## src/core/card_session_map.svh

```systemverilog
// offsets-free constant map: timing counts and reset values of the card session sequencer
// assumes a 250 MHz system clock; card clock counts are in card clock cycles
`ifndef CARD_SESSION_MAP_SVH
`define CARD_SESSION_MAP_SVH

// system clock and card clock rates
`define SYS_CLK_KHZ 250000
`define SYS_PERIOD_NS 4
`define CARD_CLK_KHZ 4000
`define CLK_HALF_CYC (((`SYS_CLK_KHZ) + 2 * (`CARD_CLK_KHZ) - 1) / (2 * (`CARD_CLK_KHZ)))

// reset hold and answer window, card clock cycles
`define RST_HOLD_DEF 16'd42000
`define ATR_MIN_CYC 16'd400
`define ATR_MAX_DEF 16'd40000

// bit period in card clock cycles (rate integer over multiplier)
`define RATE_F 9'd372
`define RATE_D 9'd1
`define ETU_CYC (`RATE_F / `RATE_D)

// deactivation step dwell and withdrawal budget, ns
`define DEACT_STEP_NS 1000
`define DEACT_STEP_CYC ((`DEACT_STEP_NS + `SYS_PERIOD_NS - 1) / `SYS_PERIOD_NS)
`define WITHDRAW_BUDGET_NS 1000000

// input synchroniser indices
`define SYN_SEAT 0
`define SYN_PULL 1
`define SYN_VOK 2
`define SYN_IO 3
`define SYN_N 4

`endif

```

## src/core/card_session_pkg.sv

```systemverilog
// types of the card session sequencer
// assumes card_session_map.svh supplies the numeric constants
package card_session_pkg;

  typedef enum logic [9:0] {
    ST_IDLE = 10'b00_0000_0001,
    ST_POWER = 10'b00_0000_0010,
    ST_COLD = 10'b00_0000_0100,
    ST_ATR = 10'b00_0000_1000,
    ST_SESSION = 10'b00_0001_0000,
    ST_WARM = 10'b00_0010_0000,
    ST_DRST = 10'b00_0100_0000,
    ST_DCLK = 10'b00_1000_0000,
    ST_DPWR = 10'b01_0000_0000,
    ST_DONE = 10'b10_0000_0000
  } seq_state_t;

  typedef struct packed {
    logic s1;
    logic s2;
    logic s3;
    logic level;
  } sync_reg_t;

  typedef struct packed {
    logic [5:0] div;
    logic card_clk;
    logic tick;
  } clkgen_reg_t;

  typedef struct packed {
    seq_state_t st;
    logic [15:0] cnt;
    logic [8:0] etu_cnt;
    logic [7:0] step;
    logic warm_done;
    logic io_prev;
    logic supply_en;
    logic card_rst;
    logic clk_run;
    logic io_out;
    logic io_oe_n;
    logic atr_start;
    logic atr_timeout;
    logic etu_tick;
    logic ready;
  } seq_reg_t;

endpackage

```

## src/core/card_clk_gen.sv

```systemverilog
// card clock divider: makes the card clock from the system clock
// assumes run is a clean level; clock parks low while run is low
`timescale 1ns/1ps
`default_nettype none
`include "card_session_map.svh"
module card_clk_gen
  import card_session_pkg::*;
(
  // clock and reset
  input wire logic clock,
  input wire logic srst,
  // control
  input wire logic run,
  // card clock and one pulse per card cycle
  output logic card_clk,
  output logic tick
);

  localparam logic [5:0] HALF = 6'(`CLK_HALF_CYC);

  clkgen_reg_t r_q, r_d;

  always_comb begin
    r_d = r_q;
    r_d.tick = 1'b0;
    if (!run) begin
      r_d.div = '0;
      r_d.card_clk = 1'b0;
    end else if (r_q.div == HALF - 6'h01) begin
      r_d.div = '0;
      r_d.card_clk = !r_q.card_clk;
      // count a card cycle at each rising edge
      r_d.tick = !r_q.card_clk;
    end else begin
      r_d.div = r_q.div + 6'h01;
    end
  end

  always_ff @(posedge clock) begin
    if (srst) begin
      r_q <= '0;
    end else begin
      r_q <= r_d;
    end
  end

  assign card_clk = r_q.card_clk;
  assign tick = r_q.tick;

endmodule // card_clk_gen
`default_nettype wire

```

## src/core/card_session_sequencer.sv

```systemverilog
// card session sequencer: activation, cold and warm reset, answer supervision, deactivation
// assumes the contact pins are driven by pad cells; io is split into in, out and active-low enable
`timescale 1ns/1ps
`default_nettype none
`include "card_session_map.svh"
module card_session_sequencer
  import card_session_pkg::*;
#(
  parameter logic [15:0] RST_HOLD_CYC = `RST_HOLD_DEF,
  parameter logic [15:0] ATR_MAX_CYC = `ATR_MAX_DEF
) (
  // clock and reset
  input wire logic clock,
  input wire logic srst,
  // coupler sensing (asynchronous pins)
  input wire logic card_seated,
  input wire logic card_pulled,
  input wire logic supply_ok,
  // terminal control (same clock)
  input wire logic start_req,
  input wire logic end_req,
  input wire logic atr_bad,
  input wire logic tx_active,
  input wire logic tx_level,
  // card contacts
  output logic supply_en,
  output logic card_rst,
  output logic card_clk,
  input wire logic io_in,
  output logic io_out,
  output logic io_oe_n,
  // status
  output logic session_ready,
  output logic atr_start,
  output logic atr_timeout,
  output logic etu_tick,
  output logic io_rx,
  output logic idle
);

  localparam logic [8:0] ETU = 9'(`ETU_CYC);
  localparam logic [7:0] STEP = 8'(`DEACT_STEP_CYC);

  ////////////////////////////////////////////////////////////////////////////
  // pin synchronisers

  logic [`SYN_N-1:0] pins;
  logic [`SYN_N-1:0] syn;

  assign pins = {io_in, supply_ok, card_pulled, card_seated};

  genvar gi;
  generate
    for (gi = 0; gi < `SYN_N; gi++) begin : g_sync
      pin_sync u_sync (
        .clock(clock),
        .srst(srst),
        .pin(pins[gi]),
        .level(syn[gi])
      );
    end
  endgenerate

  logic seated;
  logic pulled;
  logic vok;
  logic io_lvl;

  assign seated = syn[`SYN_SEAT];
  assign pulled = syn[`SYN_PULL];
  assign vok = syn[`SYN_VOK];
  assign io_lvl = syn[`SYN_IO];

  ////////////////////////////////////////////////////////////////////////////
  // card clock

  seq_reg_t r_q, r_d;
  logic tick;

  card_clk_gen u_clk (
    .clock(clock),
    .srst(srst),
    .run(r_q.clk_run),
    .card_clk(card_clk),
    .tick(tick)
  );

  ////////////////////////////////////////////////////////////////////////////
  // sequencer

  logic in_session;
  logic io_fall;
  logic quit;

  assign in_session = r_q.st inside {ST_POWER, ST_COLD, ST_ATR, ST_SESSION, ST_WARM};
  // io start bit edge, after the synchroniser
  assign io_fall = r_q.io_prev && !io_lvl;
  // withdrawal, seat loss or an end request beats every other cause
  assign quit = pulled || !seated || end_req;

  always_comb begin
    r_d = r_q;
    r_d.io_prev = io_lvl;
    r_d.atr_start = 1'b0;
    r_d.atr_timeout = 1'b0;
    r_d.etu_tick = 1'b0;

    // bit period runs off the card clock while the card is reset-released
    if (r_q.st inside {ST_ATR, ST_SESSION} && tick) begin
      if (r_q.etu_cnt == ETU - 9'h001) begin
        r_d.etu_cnt = '0;
        r_d.etu_tick = 1'b1;
      end else begin
        r_d.etu_cnt = r_q.etu_cnt + 9'h001;
      end
    end

    case (r_q.st)
      ST_IDLE: begin
        // contacts parked low before and between sessions
        r_d.supply_en = 1'b0;
        r_d.card_rst = 1'b0;
        r_d.clk_run = 1'b0;
        r_d.io_out = 1'b0;
        r_d.io_oe_n = 1'b0;
        r_d.warm_done = 1'b0;
        if (start_req && seated && !pulled) begin
          r_d.st = ST_POWER;
          r_d.supply_en = 1'b1;
        end
      end

      ST_POWER: begin
        r_d.card_rst = 1'b0;
        if (quit) begin
          r_d.st = ST_DRST;
          r_d.step = '0;
        end else if (vok) begin
          // clock start instant; io released at once
          r_d.st = ST_COLD;
          r_d.clk_run = 1'b1;
          r_d.io_oe_n = 1'b1;
          r_d.cnt = '0;
        end
      end

      ST_COLD, ST_WARM: begin
        r_d.card_rst = 1'b0;
        r_d.io_oe_n = 1'b1;
        if (quit) begin
          r_d.st = ST_DRST;
          r_d.step = '0;
        end else if (tick) begin
          if (r_q.cnt == RST_HOLD_CYC - 16'h0001) begin
            r_d.st = ST_ATR;
            r_d.card_rst = 1'b1;
            r_d.cnt = '0;
            r_d.etu_cnt = '0;
          end else begin
            r_d.cnt = r_q.cnt + 16'h0001;
          end
        end
      end

      ST_ATR: begin
        r_d.io_oe_n = 1'b1;
        if (quit) begin
          r_d.st = ST_DRST;
          r_d.step = '0;
        end else if (io_fall) begin
          if (r_q.cnt >= `ATR_MIN_CYC) begin
            r_d.st = ST_SESSION;
            r_d.atr_start = 1'b1;
            // bit period aligned to the start bit
            r_d.etu_cnt = '0;
          end else begin
            r_d.st = ST_DRST;
            r_d.step = '0;
          end
        end else if (tick) begin
          if (r_q.cnt == ATR_MAX_CYC) begin
            r_d.st = ST_DRST;
            r_d.step = '0;
            r_d.atr_timeout = 1'b1;
          end else begin
            r_d.cnt = r_q.cnt + 16'h0001;
          end
        end
      end

      ST_SESSION: begin
        // half duplex: drive only while the terminal sends
        r_d.io_oe_n = !tx_active;
        r_d.io_out = tx_level;
        if (quit) begin
          r_d.st = ST_DRST;
          r_d.step = '0;
          r_d.io_oe_n = 1'b1;
        end else if (atr_bad) begin
          if (r_q.warm_done) begin
            r_d.st = ST_DRST;
            r_d.step = '0;
          end else begin
            // warm reset start: supply and clock untouched
            r_d.st = ST_WARM;
            r_d.card_rst = 1'b0;
            r_d.io_oe_n = 1'b1;
            r_d.warm_done = 1'b1;
            r_d.cnt = '0;
          end
        end
      end

      ST_DRST: begin
        r_d.card_rst = 1'b0;
        r_d.io_oe_n = 1'b1;
        if (r_q.step == STEP - 8'h01) begin
          r_d.st = ST_DCLK;
          r_d.step = '0;
          r_d.clk_run = 1'b0;
          r_d.io_out = 1'b0;
          r_d.io_oe_n = 1'b0;
        end else begin
          r_d.step = r_q.step + 8'h01;
        end
      end

      ST_DCLK: begin
        if (r_q.step == STEP - 8'h01) begin
          r_d.st = ST_DPWR;
          r_d.step = '0;
          r_d.supply_en = 1'b0;
        end else begin
          r_d.step = r_q.step + 8'h01;
        end
      end

      ST_DPWR: begin
        // let the supply fall before reporting done
        if (r_q.step == STEP - 8'h01) begin
          r_d.st = ST_DONE;
          r_d.step = '0;
        end else begin
          r_d.step = r_q.step + 8'h01;
        end
      end

      ST_DONE: begin
        // a fresh insertion is needed before the next session
        if (!seated) begin
          r_d.st = ST_IDLE;
        end
      end

      default: begin
        r_d.st = ST_DRST;
        r_d.step = '0;
      end
    endcase
  end

  always_ff @(posedge clock) begin
    if (srst) begin
      r_q <= '0;
      r_q.st <= ST_IDLE;
    end else begin
      r_q <= r_d;
    end
  end

  ////////////////////////////////////////////////////////////////////////////
  // outputs

  assign supply_en = r_q.supply_en;
  assign card_rst = r_q.card_rst;
  assign io_out = r_q.io_out;
  assign io_oe_n = r_q.io_oe_n;
  assign session_ready = (r_q.st == ST_SESSION);
  assign atr_start = r_q.atr_start;
  assign atr_timeout = r_q.atr_timeout;
  assign etu_tick = r_q.etu_tick;
  assign io_rx = io_lvl;
  assign idle = !in_session && !(r_q.st inside {ST_DRST, ST_DCLK, ST_DPWR});

endmodule // card_session_sequencer
`default_nettype wire

```

## src/core/pin_sync.sv

```systemverilog
// three-stage synchroniser for one pin input
// assumes the pin is asynchronous to clock; level moves when stages two and three agree
`timescale 1ns/1ps
`default_nettype none
module pin_sync
  import card_session_pkg::*;
(
  // clock and reset
  input wire logic clock,
  input wire logic srst,
  // pin side
  input wire logic pin,
  // clocked side
  output logic level
);

  sync_reg_t r_q, r_d;

  always_comb begin
    r_d = r_q;
    r_d.s1 = pin;
    r_d.s2 = r_q.s1;
    r_d.s3 = r_q.s2;
    if (r_q.s2 == r_q.s3) begin
      r_d.level = r_q.s3;
    end
  end

  always_ff @(posedge clock) begin
    if (srst) begin
      r_q <= '0;
    end else begin
      r_q <= r_d;
    end
  end

  assign level = r_q.level;

endmodule // pin_sync
`default_nettype wire

```

## config.mk

```make
export PLATFORM = sky130hd
export DESIGN_NAME = card_session_sequencer
export DESIGN_NICKNAME = d
export VERILOG_FILES = /design/src/core/card_session_pkg.sv /design/src/core/card_clk_gen.sv /design/src/core/card_session_sequencer.sv /design/src/core/pin_sync.sv
export VERILOG_INCLUDE_DIRS = /design/src /design/src/core
export SDC_FILE = /design/constraint.sdc
export NUM_CORES = 1
export LEC_CHECK = 0
export ABC_AREA = 1
export BUFFER_PORTS_ARGS = -buffer_cell sky130_fd_sc_hd__buf_2
export CELL_PAD_IN_SITES_DETAIL_PLACEMENT = 0
export CELL_PAD_IN_SITES_GLOBAL_PLACEMENT = 1
export CORE_MARGIN = 1
export CORE_UTILIZATION = 30
export DETAILED_ROUTE_END_ITERATION = 12
export PLACE_DENSITY_LB_ADDON = 0.1
export SKIP_CTS_REPAIR_TIMING = 1
export SYNTH_ARGS = -nofsm -noshare
export SYNTH_HDL_FRONTEND = slang
export SYNTH_SLANG_ARGS = --single-unit
```

## constraint.sdc

```tcl
create_clock -name clock -period 2.1 [get_ports clock]
set_input_delay 0.42 -clock clock [delete_from_list [all_inputs] [get_ports clock]]
set_output_delay 0.42 -clock clock [all_outputs]
set_load 0.05 [all_outputs]
```

==> run_results.csv, run 1 <==
group,metric,value,unit
run_status,status,"finished clean",
detailed_routing,ant_nets,0,
floorplanning,io_pins,22,
sta,achievable-frequency,489,MHz
floorplanning,dieArea,15000,um^2
detailed_routing,avgViaCountPerCell,4.71,
detailed_routing,drt_pre_antenna_iters,6,
yosys,synth_seq_cells,77,
sta,finalHoldViolCount,0,
setup_path,crit_fanout,5,
grt,overflow,0,
final_layout,nets,723,
yosys,async_flop_share,0,%
final_layout,diodes,0,
floorplanning,fp.dieW,122,um
grt,grt_pass1_wl,19800,um
setup_path,cp.required,1680,ps
yosys,synth_cells,656,
floorplanning,rows,43,
floorplanning,core_area,14000,um^2
final_layout,fillers,1551,
sta,drv_slew,0,
clock_tree,clk_latency,350,ps
grt,antenna_found_initial,0,
power,cellPowerDensity,1120,nW/um^2
min_path,min_path_type,"primary input to register",
setup_path,cp_data_arrival_time,1620,ps
yosys,synth_cell_types,45,
clock_tree,cts_root_buf,"clkbuf_16",
clock_tree,path_clk_slew,70,ps
detailed_routing,wl_per_cell,13.6,um
detailed_routing,drtIter0Drc,224,
clock_tree,cts_buffer_depth,2,
place,portBuffers,21,
clock_tree,cts_tree,"built",
setup_path,startpoint_type,"register",
grt,grt_usage,17.5,%
grt,grt_pass1_vias,3879,
sta,setup_violations,0,
place,hpwl,9410,um
clock_tree,htreeDepth,3,
sta,hold-worst-slack,270,ps
sta,rsz0062_at_grt,"yes",
setup_path,worstSetupPathType,"register to output port",
detailed_routing,route.detailed.drc,0,
sta,fin_tns_setup,0,ps
power,p_leak,2.38,nW
place,place.gp.congestion,0.829,
detailed_routing,vias,4189,
yosys,synth_area,4350,um^2
floorplanning,start_util,31.1,%
power,ir_drop,0.532,mV
sta,fin_crit,2040,ps
floorplanning,die_h,122,um
detailed_routing,drt_wl_total,12100,um
grt,grt_max_degree,34,
setup_path,endpoint_kind,"output port",
yosys,syn_avg_cell_area,6.62,um^2
yosys,syn_nets,674,
sta,fin_skew,11.1,ps
yosys,yosysWarningCount,0,
final_layout,drive_gt1_share,18.2,%
yosys,synth_edf_count,0,
yosys,seq_area_frac_synth,35.5,%
clock_tree,cts.sinks,77,
job,drv_cap,0,
sta,timing.slew.headroom,71.5,%
sta,worst-slew-pin-transition,427,ps
final_layout,syn2layout_area_growth,20.7,%
sta,finalCritPeriodShare,97.3,%
yosys,ys.flop_type,"dfxtp_1",
clock_tree,cts_inserted_buffers,9,
## placed cells by master (no fill, tap or decap), drive strengths merged, types with 4 or more instances in the layout
cell / count
o21ai: 22
ha: 7
xor2: 6
inv: 103
buf: 48
nand3b: 5
nor3: 15
nand4: 22
nand3: 67
dfxtp: 77
a21oi: 25
clkbuf: 9
or2: 5
clkinv: 4
nand2: 152
nor2: 124
## critical path: stages (launching register included)
cell and delay (ps):
dfxtp_2 340, nor2_2 150, inv_1 110, nor2_1 170
nand3_2 160, inv_4 130, buf_4 200
## logic make-up after synthesis
group	Yosys count	share of synthesized area, %
AOI/OAI and AO/OA	59	8.09
xor gates and xnor gates	6	1.21
adders and majority gates	7	2.02
buffers and inverters	111	10.3
DFF	77	35.5
and+or+nand+nor	396	43.0
## state kept, by name, indices dropped and copies added, names as in the netlist
name / cells
g_sync.u_sync.r_d: 8
etu_tick: 1
io_oe_n: 1
supply_en: 1
io_out: 1
u_clk.tick: 1
card_rst: 1
u_clk.r_q: 6
g_sync.u_sync.r_q: 4
u_clk.card_clk: 1
atr_timeout: 1
r_q: 46
g_sync.u_sync.level: 4
atr_start: 1
## routing by layer
metal	routed length [um]	vias up	part of all wire (%)	GRT usage, %
li1	-	2200	-	-
met1	5910	1911	49	23.1
met2	5600	66	46	27.5
met3	432	12	3.6	3.76
met4	179	0	1.5	7.09
met5	0	-	0	0
## power breakdown
part	leakage, nW	switching (W)	internal (W)
Clock	0.153	0.000679	0.000941
Combinational	1.60	0.00164	0.000879
Sequential	0.629	0.000132	0.00160
Total	2.38	0.00245	0.00342
## path summary, 6_finish.rpt
| kind | depth (start not counted) | endpoint | startpoint | slack (ps) |
|---|---|---|---|---|
| max reg2reg | 14 | r_q[42] | r_q[50] | 140 |
| min reg2reg | 2 | g_sync[1].u_sync.r_d[1] | g_sync[1].u_sync.r_d[2] | 400 |
| min | 3 | g_sync[2].u_sync.r_d[2] | supply_ok | 270 |
| max | 6 | session_ready | r_q[53] | 60 |
## synthesized netlist by cell type, types with 3 or more instances
library cell | count | area (um^2)
nand2_1 | 143 | 537
nor2_1 | 113 | 424
inv_1 | 95 | 357
dfxtp_1 | 77 | 1540
nand3_1 | 59 | 295
a21oi_1 | 24 | 120
nand4_1 | 20 | 125
o21ai_0 | 17 | 85.1
nor3_1 | 15 | 75.1
ha_1 | 7 | 87.6
nand3_2 | 7 | 70.1
clkbuf_1 | 6 | 22.5
xor2_1 | 6 | 52.6
nand2_4 | 5 | 56.3
nand3b_1 | 5 | 37.5
nor2_2 | 5 | 31.3
nor2_4 | 5 | 56.3
nand2_2 | 4 | 25.0
a211oi_1 | 3 | 22.5
inv_2 | 3 | 11.3
nor4_1 | 3 | 18.8
or2_2 | 3 | 18.8
## layout make-up
cell class / count / area (um^2) / share of cell area, %
multi-input combinational: 468 / 2420 / 46.2
sequential: 77 / 1560 / 29.8
inverter: 101 / 388 / 7.40
timing repair buffer: 48 / 342 / 6.51
clock buffer: 9 / 225 / 4.29
tap: 180 / 225 / 4.29
clock inverter: 7 / 81.3 / 1.55
## per-stage QoR
stage	std cells	util [%]	cell area, um^2	total power, W	setup slack [ps]
floorplan	656	-	4350	0.00339	116
global placement	868	34.2	4790	0.00406	92.4
detailed placement	868	34.2	4790	0.00405	73.5
CTS	884	36.4	5090	0.00573	-223
global route	890	37.5	5250	0.00630	-28.9
finish	890	37.5	5250	0.00587	56.6
No activity file was read; power rests on OpenSTA's default activity.
==> run 2, diff against run 1 <==
ABC_AREA = default   (was 1)
==> run_results.csv, run 2 <==
group,metric,value,unit
run_status,status,"finished with violations",
run_status,failed_checks,"negative setup slack",
yosys,yosysWarningCount,0,
final_layout,layout_commonest_cell,"buf_4",
floorplanning,fp.dieW,119,um
yosys,ys_top_cells_by_count,"dfxtp_1, nor2_1, a21oi_1, nand2_1, nand3_1",
yosys,yosys.area.top_type,"dfxtp_1",
setup_path,cpPeakStageDelay,590,ps
sta,worst-slew-pin-transition,473,ps
final_layout,largest_reg_flops,46,
power,cellPowerDensity,575,nW/um^2
grt,grt_usage,18.1,%
clock_tree,path_clk_slew,70,ps
detailed_routing,ant_nets,0,
final_layout,diodes,0,
clock_tree,htreeDepth,3,
setup_path,startpoint_type,"register",
floorplanning,io_pins,22,
place,portBuffers,21,
yosys,yosys.area.top_type_share,37.7,%
yosys,synth_seq_cells,77,
clock_tree,clk_latency,350,ps
setup_path,cp_data_arrival_time,2140,ps
sta,finalHoldViolCount,0,
yosys,async_flop_share,0,%
setup_path,worst-path-buf-inv,1,
detailed_routing,vias,4224,
detailed_routing,wl_per_cell,15.7,um
sta,fin_crit,2560,ps
setup_path,cp_top_family,"simple AND/OR/NAND/NOR gates",
floorplanning,core_area,13300,um^2
power,total_power,0.00354,W
yosys,syn_nets,512,
setup_path,crit_fanout,3,
setup_path,crit_chain,"or4_4, or4_4, nor2_4, nor2_4, buf_6",
sta,hold-worst-slack,280,ps
final_layout,top_register,"r_q",
place,hpwl,9520,um
grt,overflow,0,
yosys,ys.flop_type,"dfxtp_1",
grt,grt_max_degree,20,
detailed_routing,drt_pre_antenna_iters,4,
sta,rsz0062_at_grt,"yes",
grt,grt_pass1_vias,3855,
yosys,seq_area_frac_synth,37.7,%
clock_tree,cts_buffer_depth,2,
setup_path,cp_slowest_cell,"or4_4",
sta,setup_violations,40,
detailed_routing,drtIter0Drc,242,
final_layout,syn2layout_area_growth,50.2,%
clock_tree,cts.sinks,77,
floorplanning,die_h,119,um
final_layout,drive_gt1_share,41.1,%
final_layout,final_cell_mix,"buf_4, dfxtp_1, nor2_1, nand2_1, a21oi_1",
yosys,synth_area,4090,um^2
setup_path,worstSetupPathType,"register to output port",
clock_tree,cts_inserted_buffers,9,
floorplanning,dieArea,14100,um^2
yosys,synth_area_leaders,"dfxtp_1, a21oi_1, nand3_1",
power,ir_drop,0.482,mV
final_layout,nets,656,
job,drv_cap,0,
sta,timing.slew.headroom,68.5,%
sta,fin_skew,10.0,ps
grt,grt_pass1_wl,19700,um
sta,drv_slew,0,
detailed_routing,avgViaCountPerCell,5.16,
place,place.gp.congestion,0.836,
sta,finalCritPeriodShare,122,%
sta,achievable-frequency,391,MHz
detailed_routing,route.detailed.drc,0,
floorplanning,start_util,30.8,%
yosys,yosys.cell_count.top_type,"dfxtp_1",
yosys,synth_cell_types,72,
floorplanning,rows,42,
yosys,syn_avg_cell_area,8.29,um^2
clock_tree,cts_tree,"built",
setup_path,endpoint_kind,"output port",
setup_path,cp.required,1680,ps
min_path,min_path_type,"primary input to register",
sta,setup_ws,-457,ps
power,p_leak,2.29,nW
clock_tree,cts_root_buf,"clkbuf_16",
detailed_routing,drt_wl_total,12900,um
yosys,synth_edf_count,0,
yosys,synth_cells,494,
grt,antenna_found_initial,0,
-- run 2: cell type report --
type	instances	area (um^2)
flip-flops and latches	77	1550
clock buffers	9	225
fillers	1306	7150
well taps	176	220
multi-input cells	374	2800
clock inverters	7	81.3
repair buffers	156	1180
inverters	20	82.6
-- run 2: cell families after synthesis --
group                      share of synthesized area, %
AOI/OAI and AO/OA                                  18.5
adders and majority gates                          2.14
and+or+nand+nor                                    32.9
muxes                                             0.489
DFF                                                37.7
xor gates and xnor gates                           3.85
buffers and inverters                              4.52
-- run 2: routing by layer --
layer / GRT usage, % / vias up / wire [um]
met2: 28.4 / 65 / 6100
met5: 0 / - / 0
met3: 3.74 / 16 / 399
met4: 7.12 / 0 / 261
met1: 24.3 / 2033 / 6110
li1: - / 2110 / -
-- run 2: worst reg2reg max path, stage by stage (launching register included) --
cell     delay, ps
dfxtp_2        320
or4_4          540
or4_4          590
buf_4          160
or3_4          360
nand3_4         90
nor2_1          60
a211o_1        280
-- run 2: power by group --
group	total, W	switching [W]	internal, W
combinational	0.000440	0.000234	0.000206
sequential	0.00149	0.00000906	0.00148
clock	0.00161	0.000672	0.000937
-- run 2: metrics by stage --
step	utilization, %	cell area, um^2	std cells	setup slack (ps)	setup TNS [ps]
after floorplan	-	4250	494	-290	-7600
after global placement	40.0	5320	782	-319	-8190
after detailed placement	40.0	5320	782	-343	-7540
after CTS	42.3	5620	798	-478	-6710
after global routing	46.2	6150	819	-503	-13570
final	46.2	6150	819	-457	-10120
-- run 2: path summary, 6_finish.rpt --
check / slack [ps] / to / startpoint / cells after the start
setup / recovery: -460 / idle / r_q[45] / 5
hold / removal: 280 / g_sync[2].u_sync.r_d[2] / supply_ok / 2
setup reg to reg: -420 / r_q[44] / r_q[45] / 7
hold reg to reg: 440 / g_sync[1].u_sync.r_d[1] / g_sync[1].u_sync.r_d[2] / 1
==> run 3, diff against run 2 <==
==> constraint.sdc (replaced) <==
create_clock -name clock -period 2.1 [get_ports clock]
set_input_delay 0.105 -clock clock [delete_from_list [all_inputs] [get_ports clock]]
set_output_delay 0.105 -clock clock [all_outputs]
set_load 0.05 [all_outputs]
==> run_results.csv, run 3 (synthesized netlist as in run 2, its figures left out) <==
group,metric,value,unit
final_layout,drive_gt1_share,39.2,%
power,cellPowerDensity,585,nW/um^2
setup_path,startpoint_type,"register",
final_layout,fillers,1303,
final_layout,diodes,0,
grt,grt_max_degree,27,
floorplanning,dieArea,14100,um^2
final_layout,syn2layout_area_growth,45.5,%
grt,grt_pass1_wl,19900,um
detailed_routing,avgViaCountPerCell,5.10,
clock_tree,clk_latency,350,ps
floorplanning,start_util,30.8,%
final_layout,nets,635,
clock_tree,cts_inserted_buffers,9,
floorplanning,die_h,119,um
final_layout,largest_reg_flops,46,
detailed_routing,route.detailed.drc,0,
place,dp_cells,763,
setup_path,cp_slowest_cell,"or4_4",
grt,antenna_found_initial,0,
final_layout,layout_commonest_cell,"buf_4",
setup_path,cp_data_arrival_time,2520,ps
run_status,status,"finished with violations",
sta,drv_slew,0,
final_layout,top_register,"r_q",
grt,overflow,0,
setup_path,worstSetupPathType,"register to register",
clock_tree,cts_tree,"built",
floorplanning,fp.dieW,119,um
detailed_routing,vias,4067,
clock_tree,cts_root_buf,"clkbuf_16",
setup_path,cp.required,2340,ps
place,preCtsSetupSlack,-207,ps
detailed_routing,drt_wl_total,12600,um
sta,setup_violations,39,
sta,finalCritPeriodShare,109,%
sta,worst-slew-pin-transition,596,ps
floorplanning,core_area,13300,um^2
clock_tree,cts.sinks,77,
final_layout,final_cell_mix,"buf_4, dfxtp_1, nor2_1, nand2_1, a21oi_1",
detailed_routing,wl_per_cell,15.8,um
sta,finalHoldViolCount,0,
sta,setup_ws,-180,ps
power,total_power,0.00349,W
sta,fin_crit,2280,ps
place,hpwl,9270,um
min_path,min_path_type,"primary input to register",
setup_path,crit_chain,"or4_4, or4_4, or3_4, nand3_4, nor2_4, a211o_1",
detailed_routing,ant_nets,0,
setup_path,cpPeakStageDelay,550,ps
final_layout,final_util,44.8,%
clock_tree,htreeDepth,3,
detailed_routing,drtIter0Drc,182,
power,ir_drop,0.409,mV
final_layout,register_area,1560,um^2
setup_path,endpoint_kind,"register",
detailed_routing,wl_met3,438,um
place,place.gp.congestion,0.826,
floorplanning,rows,42,
detailed_routing,routed.top_layer,"met4",
setup_path,crit_fanout,4,
place,portBuffers,21,
final_layout,fin_cells,798,
detailed_routing,drt_pre_antenna_iters,4,
floorplanning,io_pins,22,
sta,timing.slew.headroom,60.1,%
job,drv_cap,0,
grt,grt_pass1_vias,3834,
detailed_routing,wl_met1,6160,um
run_status,failed_checks,"negative setup slack",
clock_tree,path_clk_slew,60,ps
sta,rsz0062_at_grt,"yes",
final_layout,multi_input_area,2760,um^2
detailed_routing,met2_length,5800,um
setup_path,worst-path-buf-inv,0,
clock_tree,cts_buffer_depth,2,
setup_path,crit_path_frequent_cell,"or4_4",
grt,grt_usage,18.4,%
setup_path,cp_top_family,"simple AND/OR/NAND/NOR gates",
sta,fin_skew,10.4,ps
power,p_leak,2.13,nW
sta,achievable-frequency,439,MHz
## run 3: cell types whose count changed in the layout (fill, tap and decap cells not counted), moves of 3 or more
cell / before / now
buf_4: 125 / 98
dfxtp_1: 69 / 65
dfxtp_2: 7 / 10
dlygate4sd3_1: 0 / 5
nor3_2: 3 / 6
nor3_4: 5 / 2
o21ai_0: 24 / 19
o21ai_2: 1 / 4
o22ai_1: 1 / 8
o22ai_2: 7 / 0
## run 3: worst register-to-register path: stages, from the launching register on
cell	delay, ps
dfxtp_2	320
or4_4	550
or4_4	470
or3_4	380
nand3_4	110
nor2_4	50
a211o_1	280
## run 3: final timing paths
kind                           startpoint                      end  slack, ps  cells after the start
setup / recovery                  r_q[44]                  r_q[44]       -180                      6
hold / removal                    atr_bad                  r_q[10]        120                      3
setup reg to reg                  r_q[44]                  r_q[44]       -180                      6
hold reg to reg   g_sync[2].u_sync.r_d[2]  g_sync[2].u_sync.r_d[1]        440                      1
## run 3: routing by layer
layer | vias up | track usage, %
met2 | 59 | 28.5
met3 | 17 | 4.17
met4 | 0 | 7.59
met5 | - | 0
li1 | 2064 | -
met1 | 1927 | 24.4
## run 3: report_power, final
| part | internal (W) | switching (W) | total [W] |
|---|---|---|---|
| clock | 0.000838 | 0.000671 | 0.00151 |
| sequential | 0.00148 | 0.00000855 | 0.00149 |
| combinational | 0.000238 | 0.000254 | 0.000492 |
## run 3: per-stage QoR
stage / hold WS [ps] / cell area (um^2) / TNS [ps]
2_1_floorplan: 233 / 4230 / -7510
3_3_place_gp: 312 / 5170 / -3580
3_5_place_dp: 318 / 5170 / -4150
4_1_cts: -55.4 / 5460 / -5670
5_1_grt: 138 / 5960 / -6510
6_report: 118 / 5960 / -3520
## run 3: area by class of cell
class,count,share of cell area [%]
flip-flops and latches,77,26.2
multi-input cells,374,46.4
clock buffers,10,4.01
inverters,20,1.39
clock inverters,6,0.777
repair buffers,135,17.5
well taps,176,3.70
